===== src/lqm_defines.svh =====
`ifndef LQM_DEFINES_SVH
`define LQM_DEFINES_SVH

// timing
`define LQM_CLK_HZ          10000000
`define LQM_IDLE_TIMEOUT_MS 1000
`define LQM_IDLE_CYC        (`LQM_IDLE_TIMEOUT_MS * (`LQM_CLK_HZ / 1000))
`define LQM_CHECK_DIV       32
`define LQM_TICK_US         (1000000 / `LQM_CHECK_DIV)
`define LQM_TICK_CYC        (`LQM_TICK_US * (`LQM_CLK_HZ / 1000000))
`define LQM_ECHO_PPS        500
`define LQM_ECHO_CYC        (`LQM_CLK_HZ / `LQM_ECHO_PPS)

// setting limits and reset values
`define LQM_QLVL_MIN        7'h0A
`define LQM_QLVL_MAX        7'h63
`define LQM_QLVL_RST        7'h5A
`define LQM_WIN_MIN         9'h00A
`define LQM_WIN_MAX         9'h190
`define LQM_WIN_RST         9'h01E
`define LQM_PCT_FULL        7'h64
`define LQM_RESTORE_NUM     6
`define LQM_RESTORE_DEN     10

// register offsets
`define LQM_REG_CTRL        8'h00
`define LQM_REG_QLVL        8'h04
`define LQM_REG_WIN         8'h08
`define LQM_REG_DEST        8'h0C
`define LQM_REG_RATE        8'h10
`define LQM_REG_STATUS      8'h14
`define LQM_REG_IRQ_STAT    8'h18
`define LQM_REG_IRQ_MASK    8'h1C

// field positions
`define LQM_CTRL_MODE_LSB   0
`define LQM_CTRL_EN_BIT     2
`define LQM_CTRL_PAGE_BIT   3
`define LQM_CTRL_SRST_BIT   4
`define LQM_MODE_OFF        2'h0
`define LQM_MODE_ON         2'h3
`define LQM_IRQ_SVC_BIT     0
`define LQM_IRQ_LINK_BIT    1
`define LQM_IRQ_CHECK_BIT   2
`define LQM_IRQ_W           3

`endif


===== src/lqm_pkg.sv =====
package lqm_pkg;

   typedef enum logic [1:0] {
      LQM_ST_IDLE,
      LQM_ST_NEG,
      LQM_ST_ON
   } lqm_link_t;

   typedef struct packed {
      lqm_link_t   st;
      logic [1:0]  mode;
      logic        lqm_en;
      logic        page_4k;
      logic [6:0]  qual_lvl;
      logic [8:0]  win;
      logic [15:0] dest;
      logic [15:0] rate;
      logic [2:0]  ista;
      logic [2:0]  imask;
      logic        svc;
      logic        checked;
      logic [23:0] idle_cnt;
      logic [23:0] tick_cnt;
      logic [14:0] echo_cnt;
      logic [8:0]  win_cnt;
      logic [15:0] tx_pkts;
      logic [15:0] tx_bytes;
      logic [15:0] rx_pkts;
      logic [15:0] rx_bytes;
      logic [15:0] r_rx_pkts;
      logic [15:0] r_rx_bytes;
      logic [15:0] r_tx_pkts;
      logic [15:0] r_tx_bytes;
      logic [3:0]  bad;
      logic        send_query;
      logic        send_echo;
      logic [15:0] echo_len;
      logic [31:0] rdata;
   } lqm_state_t;

endpackage


===== src/lqm_loss_chk.sv =====
`timescale 1ns/10ps
`include "lqm_defines.svh"

module lqm_loss_chk #(
   parameter int CW = 16
) (
   input  wire logic [CW-1:0] sent,
   input  wire logic [CW-1:0] got,
   input  wire logic [6:0]    allowed,
   output logic               bad,
   output logic               good
);
   localparam int PW = CW + 12;

   logic [CW-1:0] lost;
   logic [PW-1:0] lost_w;
   logic [PW-1:0] sent_w;
   logic [PW-1:0] allow_w;

   if (CW < 1 || CW > 20) begin : g_chk
      $error("lqm_loss_chk: CW out of range");
   end

   // a far end that reports more than was sent counts as no loss
   assign lost    = (sent > got) ? (sent - got) : '0;
   assign lost_w  = PW'(lost);
   assign sent_w  = PW'(sent);
   assign allow_w = PW'(allowed);
   // compare by cross multiplication; no divider needed
   assign bad  = (sent != '0) &&
                 ((lost_w * PW'(`LQM_PCT_FULL)) >= (allow_w * sent_w));
   assign good = (sent == '0) ||
                 ((lost_w * PW'(`LQM_PCT_FULL) * PW'(`LQM_RESTORE_DEN)) <=
                  (allow_w * PW'(`LQM_RESTORE_NUM) * sent_w));
endmodule


===== src/lqm_top.sv =====
`timescale 1ns/10ps
`include "lqm_defines.svh"

module lqm_top
   import lqm_pkg::*;
#(
   parameter int unsigned IDLE_CYC = `LQM_IDLE_CYC,
   parameter int unsigned TICK_CYC = `LQM_TICK_CYC,
   parameter int unsigned ECHO_CYC = `LQM_ECHO_CYC
) (
   input  wire logic        clk,
   input  wire logic        reset_n,
   input  wire logic        nucleus_reset,
   input  wire logic [7:0]  reg_addr,
   input  wire logic [31:0] reg_wdata,
   input  wire logic        reg_wr,
   input  wire logic        reg_rd,
   output logic [31:0]      reg_rdata,
   input  wire logic        link_activity,
   input  wire logic        qr_valid,
   input  wire logic        qr_page_4k,
   input  wire logic        qr_looped,
   input  wire logic [15:0] qr_dest,
   input  wire logic [15:0] qr_rx_pkts,
   input  wire logic [15:0] qr_rx_bytes,
   input  wire logic [15:0] qr_tx_pkts,
   input  wire logic [15:0] qr_tx_bytes,
   input  wire logic        tx_pkt_done,
   input  wire logic [15:0] tx_pkt_len,
   input  wire logic        rx_pkt_done,
   input  wire logic [15:0] rx_pkt_len,
   output logic             send_query,
   output logic             send_echo,
   output logic [15:0]      echo_len,
   output logic             link_on,
   output logic             in_service,
   output logic             saturating,
   output logic             irq
);
   if (IDLE_CYC < 2 || IDLE_CYC >= (1 << 24) || TICK_CYC < 2 || TICK_CYC >= (1 << 24) ||
       ECHO_CYC < 2 || ECHO_CYC >= (1 << 15)) begin : g_chk
      $error("lqm_top: timing parameter out of range");
   end

   localparam lqm_state_t RST = '{st: LQM_ST_IDLE, mode: `LQM_MODE_OFF, qual_lvl: `LQM_QLVL_RST,
                                  win: `LQM_WIN_RST, default: '0};

   lqm_state_t  s_q;
   lqm_state_t  s_d;
   logic [15:0] sent_v [4];
   logic [15:0] got_v  [4];
   logic [3:0]  bad_v;
   logic [3:0]  good_v;
   logic [6:0]  allowed;
   logic        tick;
   logic        check;
   logic        qr_ok;
   logic        soft_rst;
   logic        wr_ctrl;
   logic        wr_qlvl;
   logic        wr_win;
   logic        sat;
   logic [2:0]  ev;
   logic [2:0]  w1c;

   function automatic logic [15:0] lqm_sat_add(input logic [15:0] a, input logic [15:0] b);
      logic [16:0] sum;
      sum = {1'b0, a} + {1'b0, b};
      return sum[16] ? 16'hFFFF : sum[15:0];
   endfunction

   assign allowed = `LQM_PCT_FULL - s_q.qual_lvl;

   // tx losses: what we sent against what the far end saw; rx the other way round
   assign sent_v[0] = s_q.tx_pkts;
   assign got_v[0]  = s_q.r_rx_pkts;
   assign sent_v[1] = s_q.tx_bytes;
   assign got_v[1]  = s_q.r_rx_bytes;
   assign sent_v[2] = s_q.r_tx_pkts;
   assign got_v[2]  = s_q.rx_pkts;
   assign sent_v[3] = s_q.r_tx_bytes;
   assign got_v[3]  = s_q.rx_bytes;

   for (genvar i = 0; i < 4; i++) begin : g_loss
      lqm_loss_chk #(
         .CW      (16)
      ) u_loss (
         .sent    (sent_v[i]),
         .got     (got_v[i]),
         .allowed (allowed),
         .bad     (bad_v[i]),
         .good    (good_v[i])
      );
   end

   assign tick     = (s_q.tick_cnt == 24'(TICK_CYC - 1));
   // window of w counted in 1/32 s ticks gives a period of w/32 s
   assign check    = tick && (s_q.win_cnt == (s_q.win - 9'h001));
   assign qr_ok    = qr_valid && (qr_page_4k == s_q.page_4k) && !qr_looped &&
                     ((s_q.dest == 16'h0000) || (s_q.dest == qr_dest));
   assign soft_rst = nucleus_reset ||
                     (reg_wr && reg_addr == `LQM_REG_CTRL && reg_wdata[`LQM_CTRL_SRST_BIT]);
   assign wr_ctrl  = reg_wr && reg_addr == `LQM_REG_CTRL;
   assign wr_qlvl  = reg_wr && reg_addr == `LQM_REG_QLVL;
   assign wr_win   = reg_wr && reg_addr == `LQM_REG_WIN;
   assign sat      = (s_q.st == LQM_ST_ON) && s_q.lqm_en && s_q.checked && !s_q.svc;
   assign w1c      = (reg_wr && reg_addr == `LQM_REG_IRQ_STAT) ? reg_wdata[2:0] : 3'h0;

   always_comb begin
      s_d            = s_q;
      ev             = 3'h0;
      s_d.send_query = 1'b0;
      s_d.send_echo  = 1'b0;
      s_d.rdata      = 32'h0000_0000;

      // register writes
      if (wr_ctrl) begin
         s_d.mode    = reg_wdata[`LQM_CTRL_MODE_LSB +: 2];
         s_d.lqm_en  = reg_wdata[`LQM_CTRL_EN_BIT];
         s_d.page_4k = reg_wdata[`LQM_CTRL_PAGE_BIT];
      end
      // out of range settings are dropped and the old value stays
      if (wr_qlvl && reg_wdata[31:7] == '0 && reg_wdata[6:0] >= `LQM_QLVL_MIN &&
          reg_wdata[6:0] <= `LQM_QLVL_MAX) begin
         s_d.qual_lvl = reg_wdata[6:0];
      end
      if (wr_win && reg_wdata[31:9] == '0 && reg_wdata[8:0] >= `LQM_WIN_MIN &&
          reg_wdata[8:0] <= `LQM_WIN_MAX) begin
         s_d.win = reg_wdata[8:0];
      end
      if (reg_wr && reg_addr == `LQM_REG_DEST) begin
         s_d.dest = reg_wdata[15:0];
      end
      if (reg_wr && reg_addr == `LQM_REG_RATE) begin
         s_d.rate = reg_wdata[15:0];
      end
      if (reg_wr && reg_addr == `LQM_REG_IRQ_MASK) begin
         s_d.imask = reg_wdata[2:0];
      end

      // free running 1/32 s divider
      s_d.tick_cnt = tick ? 24'h00_0000 : s_q.tick_cnt + 24'h00_0001;

      // activity watchdog
      if (link_activity || qr_valid) begin
         s_d.idle_cnt = 24'h00_0000;
      end else if (s_q.idle_cnt != 24'(IDLE_CYC)) begin
         s_d.idle_cnt = s_q.idle_cnt + 24'h00_0001;
      end

      // link state
      case (s_q.st)
         LQM_ST_IDLE: begin
            if (s_q.mode == `LQM_MODE_ON) begin
               s_d.st = LQM_ST_NEG;
            end
         end
         LQM_ST_NEG: begin
            if (s_q.mode != `LQM_MODE_ON) begin
               s_d.st = LQM_ST_IDLE;
            end else if (qr_ok) begin
               s_d.st = LQM_ST_ON;
               ev[`LQM_IRQ_LINK_BIT] = 1'b1;
            end
            if (tick) begin
               s_d.send_query = 1'b1;
            end
         end
         LQM_ST_ON: begin
            if (s_q.mode != `LQM_MODE_ON) begin
               s_d.st = LQM_ST_IDLE;
               ev[`LQM_IRQ_LINK_BIT] = 1'b1;
            end else if (s_q.idle_cnt == 24'(IDLE_CYC) && !link_activity && !qr_valid) begin
               s_d.st = LQM_ST_NEG;
               ev[`LQM_IRQ_LINK_BIT] = 1'b1;
            end
            if (tick && s_q.lqm_en) begin
               s_d.send_query = 1'b1;
            end
         end
         default: begin
            s_d.st = LQM_ST_IDLE;
         end
      endcase

      // statistics, gathered over one check period
      if (tx_pkt_done) begin
         s_d.tx_pkts  = lqm_sat_add(s_q.tx_pkts, 16'h0001);
         s_d.tx_bytes = lqm_sat_add(s_q.tx_bytes, tx_pkt_len);
      end
      if (rx_pkt_done) begin
         s_d.rx_pkts  = lqm_sat_add(s_q.rx_pkts, 16'h0001);
         s_d.rx_bytes = lqm_sat_add(s_q.rx_bytes, rx_pkt_len);
      end
      if (qr_ok && s_q.lqm_en) begin
         s_d.r_rx_pkts  = qr_rx_pkts;
         s_d.r_rx_bytes = qr_rx_bytes;
         s_d.r_tx_pkts  = qr_tx_pkts;
         s_d.r_tx_bytes = qr_tx_bytes;
      end

      // acceptability check and service state
      if (s_q.st != LQM_ST_ON) begin
         s_d.svc     = 1'b0;
         s_d.checked = 1'b0;
         s_d.win_cnt = 9'h000;
      end else if (!s_q.lqm_en) begin
         s_d.svc     = 1'b1;
         s_d.checked = 1'b0;
         s_d.win_cnt = 9'h000;
      end else if (tick) begin
         s_d.win_cnt = check ? 9'h000 : s_q.win_cnt + 9'h001;
         if (check) begin
            ev[`LQM_IRQ_CHECK_BIT] = 1'b1;
            s_d.bad      = bad_v;
            s_d.checked  = 1'b1;
            s_d.tx_pkts  = 16'h0000;
            s_d.tx_bytes = 16'h0000;
            s_d.rx_pkts  = 16'h0000;
            s_d.rx_bytes = 16'h0000;
            if (s_q.svc) begin
               s_d.svc = !(|bad_v);
            end else if (!s_q.checked) begin
               s_d.svc = !(|bad_v);
            end else begin
               s_d.svc = &good_v;
            end
         end
      end
      // switching the monitor off must not leave a stale checked flag for one cycle
      if (!s_d.lqm_en) begin
         s_d.checked = 1'b0;
      end
      if (s_d.svc != s_q.svc) begin
         ev[`LQM_IRQ_SVC_BIT] = 1'b1;
      end

      // line saturation while degraded
      if (sat) begin
         if (s_q.echo_cnt == 15'(ECHO_CYC - 1)) begin
            s_d.echo_cnt  = 15'h0000;
            s_d.send_echo = 1'b1;
         end else begin
            s_d.echo_cnt = s_q.echo_cnt + 15'h0001;
         end
      end else begin
         s_d.echo_cnt = 15'h0000;
      end
      // rate in kbit/s; one frame per 2 ms carries rate/4 bytes
      s_d.echo_len = {2'b00, s_q.rate[15:2]};

      // sticky events; a new event wins over a same-cycle clear
      s_d.ista = (s_q.ista & ~w1c) | ev;

      // read data stand in the cycle after the strobe only
      if (reg_rd) begin
         case (reg_addr)
            `LQM_REG_CTRL:     s_d.rdata = {28'h0, s_q.page_4k, s_q.lqm_en, s_q.mode};
            `LQM_REG_QLVL:     s_d.rdata = {25'h0, s_q.qual_lvl};
            `LQM_REG_WIN:      s_d.rdata = {23'h0, s_q.win};
            `LQM_REG_DEST:     s_d.rdata = {16'h0, s_q.dest};
            `LQM_REG_RATE:     s_d.rdata = {16'h0, s_q.rate};
            `LQM_REG_STATUS:   s_d.rdata = {25'h0, s_q.bad, sat, s_q.svc,
                                            s_q.st == LQM_ST_ON};
            `LQM_REG_IRQ_STAT: s_d.rdata = {29'h0, s_q.ista};
            `LQM_REG_IRQ_MASK: s_d.rdata = {29'h0, s_q.imask};
            default:           s_d.rdata = 32'h0000_0000;
         endcase
      end

      if (soft_rst) begin
         s_d = RST;
      end
   end

   always_ff @(posedge clk or negedge reset_n) begin
      if (!reset_n) begin
         s_q <= RST;
      end else begin
         s_q <= s_d;
      end
   end

   assign reg_rdata  = s_q.rdata;
   assign send_query = s_q.send_query;
   assign send_echo  = s_q.send_echo;
   assign echo_len   = s_q.echo_len;
   assign link_on    = (s_q.st == LQM_ST_ON);
   assign in_service = s_q.svc;
   assign saturating = sat;
   assign irq        = |(s_q.ista & s_q.imask);
endmodule


===== config.mk =====
export PLATFORM = sky130hd
export DESIGN_NAME = lqm_top
export DESIGN_NICKNAME = d
export VERILOG_FILES = /design/src/lqm_pkg.sv /design/src/lqm_loss_chk.sv /design/src/lqm_top.sv
export VERILOG_INCLUDE_DIRS = /design/src
export SDC_FILE = /design/constraint.sdc
export NUM_CORES = 2
export LEC_CHECK = 0
export BUFFER_PORTS_ARGS = -buffer_cell sky130_fd_sc_hd__buf_2
export CAP_MARGIN = 20
export CORE_MARGIN = 2
export CORE_UTILIZATION = 35
export CTS_CLUSTER_SIZE = 28
export DETAILED_ROUTE_END_ITERATION = 16
export PLACE_DENSITY_LB_ADDON = 0.1
export SLEW_MARGIN = 20
export SYNTH_ARGS = -nofsm -noshare
export SYNTH_HDL_FRONTEND = slang
export SYNTH_SLANG_ARGS = --single-unit

===== constraint.sdc =====
create_clock -name clk -period 13.3 [get_ports clk]
set_input_delay 1.995 -clock clk [delete_from_list [all_inputs] [get_ports clk]]
set_output_delay 1.995 -clock clk [all_outputs]
set_load 0.01 [all_outputs]

==> flow_metrics.env <==
export IMPL_yosysSeqAreaShare=0.116
export IMPL_finalWorstSetupSlack_ns=1.88
export IMPL_fillers=18900
export IMPL_final_common_cell="inv_1"
export IMPL_io_pin_count=217
export IMPL_wl_met2_mm=92.0
export IMPL_final_antenna_net_count=0
export IMPL_finalSetupViolations=0
export IMPL_via_per_inst=5.09
export IMPL_vias=51600
export IMPL_worst_setup_path_start_kind="register"
export IMPL_r2r_end="s_q[259]"
export IMPL_synthTopCellsByArea="fa_1, ha_1, dfrtp_1, inv_1, nand2_1"
export IMPL_place_ws_ns=1.98
export IMPL_drt_iter0_markers=2631
export IMPL_gp_congestion=0.844
export IMPL_rows=157
export IMPL_rsz0062_at_grt="false"
export IMPL_reg2reg_from="s_q[70]"
export IMPL_die_w_um=432
export IMPL_core_sq_um=183000
export IMPL_vdd_drop_max_uv=368
export IMPL_clock_fmax_mhz=87.6
export IMPL_die_height_um=432
export IMPL_finalWirelength_mm=193
export IMPL_maxUsedRoutingLayer="met5"
export IMPL_r2r_slack_ns=1.88
export IMPL_holdPathStages=1
export IMPL_synth_seq_cells=298
export IMPL_cts_root_buf="clkbuf_16"
export IMPL_grt_pass1_wl_mm=309
export IMPL_wl_met3_mm=6.40
export IMPL_rr_worst_depth=40
export IMPL_crit_top_cell="ha_1"
export IMPL_cts_tree="done"
export IMPL_crit_slowest_cell="dfrtp_1"
export IMPL_start_util=0.352
export IMPL_wl_met1_mm=91.4
export IMPL_h_tree_depth=2
export IMPL_cts_max_path_buffers=3
export IMPL_port_buffer_count=198
export IMPL_layout_common_cells="inv_1, ha_1, nand2_1"
export IMPL_layout_drive_gt1_share=0.0607
export IMPL_synth_area_per_cell_sq_um=8.37
export IMPL_end_kind="register"
export IMPL_worstMarginPinSlew_ns=1.21
export IMPL_ys_flop_type="dfrtp_1"
export IMPL_synth_edf_count=0
export IMPL_p_leak_nw=35.5
export IMPL_maxCapViolCount=0
export IMPL_syn_area_sq_um=64300
export IMPL_wire_per_inst_um=19.0
export IMPL_dieArea_sq_um=187000
export IMPL_synth_largest_area_cell="fa_1"
export IMPL_hold_start="s_q[191]"
export IMPL_clock_sinks=298
export IMPL_status="finished, final reports clean"
export IMPL_post_route_min_period_ns=11.42
export IMPL_cp_arrival_ns=11.96
export IMPL_cts_hold_buf=0
export IMPL_max_stage_delay_ns=0.76
export IMPL_drt_pass1_iterations=5
export IMPL_fin_skew_ns=0.0282
export IMPL_path_clk_slew_ns=0.07
export IMPL_synth_distinct_cells=89
export IMPL_syn_to_final_growth_pct=8.02
export IMPL_cts_resized=0
export IMPL_hold_end="s_q[191]"
export IMPL_grt_max_degree=105
export IMPL_drc_errors=0
export IMPL_clk_latency_ns=0.65
export IMPL_slew_limit_headroom=0.188
export IMPL_synth_cells=7672
export IMPL_postCtsSetupBuffers=0
export IMPL_overflow=0
export IMPL_yosys_warnings=0
export IMPL_first_global_vias=53700
export IMPL_final_period_utilization=0.858
export IMPL_cts_made_buffers=43
export IMPL_worstSetupPathType="register to register"
export IMPL_grt_total_usage=0.209
export IMPL_cp_max_fo=16
export IMPL_ys_async_sr_fraction=1.00
export IMPL_hold_viol=0
export IMPL_dp_hpwl_mm=152
export IMPL_fin_nets=9618
export IMPL_tns_ns=0
export IMPL_antenna_found_initial=5
export IMPL_hold_path_class="register to register"
export IMPL_slew_viol_final=0
export IMPL_synth_top_area_share=0.227
export IMPL_crit_required_ns=13.85
export IMPL_power_density_nw_per_um2=125
## routing by layer
metal | track usage | vias up
met5 | 0 | -
met4 | 0.0378 | 2
met3 | 0.0202 | 134
met2 | 0.358 | 750
met1 | 0.288 | 25500
li1 | - | 25200
## report_power, final
group	internal (mW)	switching (mW)	leakage, nW
logic	2.67	3.83	30.7
clock network	0.722	0.527	0.728
registers	0.923	0.0158	4.10
## logic make-up (layout without fill, tap and decap cells)
family,Yosys count,after routing,synth area share
compound gates,1226,1226,0.121
xor+xnor,464,464,0.0632
fa+ha+maj,1732,1732,0.422
buf+inv,1452,1519,0.0879
flops,298,298,0.116
mux,60,60,0.00944
other cells,1,20,0.0000584
simple gates,2439,2439,0.179
## layout make-up
cell class / instances / area (sq um) / share of cell area
Antenna cell: 2 / 5.00 / 0.0000721
Multi-Input combinational cell: 5939 / 51400 / 0.741
Clock inverter: 18 / 216 / 0.00312
Timing Repair Buffer: 301 / 1790 / 0.0258
Tap cell: 2385 / 2980 / 0.0430
Sequential cell: 298 / 7470 / 0.108
Clock buffer: 60 / 1260 / 0.0182
Inverter: 1140 / 4280 / 0.0617
## worst max-delay path by stage
stage	start	endpoint	slack (ns)	depth (start not counted)
after CTS	s_q[70]	s_q[259]	1.94	40
after detailed placement	s_q[70]	s_q[259]	1.98	40
after global placement	s_q[70]	s_q[259]	2.02	40
final	s_q[70]	s_q[259]	1.88	40
after global routing	s_q[70]	s_q[259]	1.02	40
after floorplan	s_q[303]	s_q[259]	3.64	43
## state kept, by name, indices dropped and copies added, names as in the netlist
name / flops
send_query: 1
in_service: 1
reg_rdata: 16
echo_len: 14
s_q: 201
got_v: 64
send_echo: 1
## metrics by stage
stage	util	power, mW	std cells	cell area, sq um	hold WS (ns)
3_5_place_dp	0.372	7.42	10100	67900	0.494
4_1_cts	0.380	8.78	10100	69400	0.500
2_1_floorplan	-	5.73	7689	64300	0.451
6_report	0.380	8.68	10100	69400	0.505
5_1_grt	0.380	9.75	10100	69400	0.535
3_3_place_gp	0.372	7.38	10100	67900	0.491
## synth_stat cells (11+ instances only)
master / count
mux2i_1: 55
nand2_1: 971
nand3_1: 119
o31a_1: 12
xnor2_1: 254
fa_1: 727
o211ai_1: 19
o31ai_1: 12
and3_1: 52
o21a_1: 51
inv_1: 1139
ha_1: 1005
clkbuf_1: 249
a21o_1: 124
or3_1: 40
o41ai_1: 11
nor2b_1: 65
a21oi_1: 443
a211oi_1: 43
and4_1: 11
buf_4: 49
dfrtp_1: 290
nor2_1: 459
a41oi_1: 16
nand2b_1: 57
o21bai_1: 49
a211o_1: 18
a41o_1: 11
or2_2: 24
o21ai_0: 211
o2111ai_1: 19
nor4_1: 36
nor3b_1: 12
a31oi_1: 30
nand4_1: 76
xor2_1: 210
a22oi_1: 26
and2_1: 373
o21ai_1: 26
nor3_1: 107
## critical path: cells and delay by family, from the launching register on
kind	cells	cell delay (ns)
fa+ha+maj	9	2.92
flops	1	0.76
xor+xnor	2	0.36
simple gates	8	1.78
compound gates	19	5.05
buf+inv	2	0.39
Note: power is estimated with default switching activity, not from simulation.
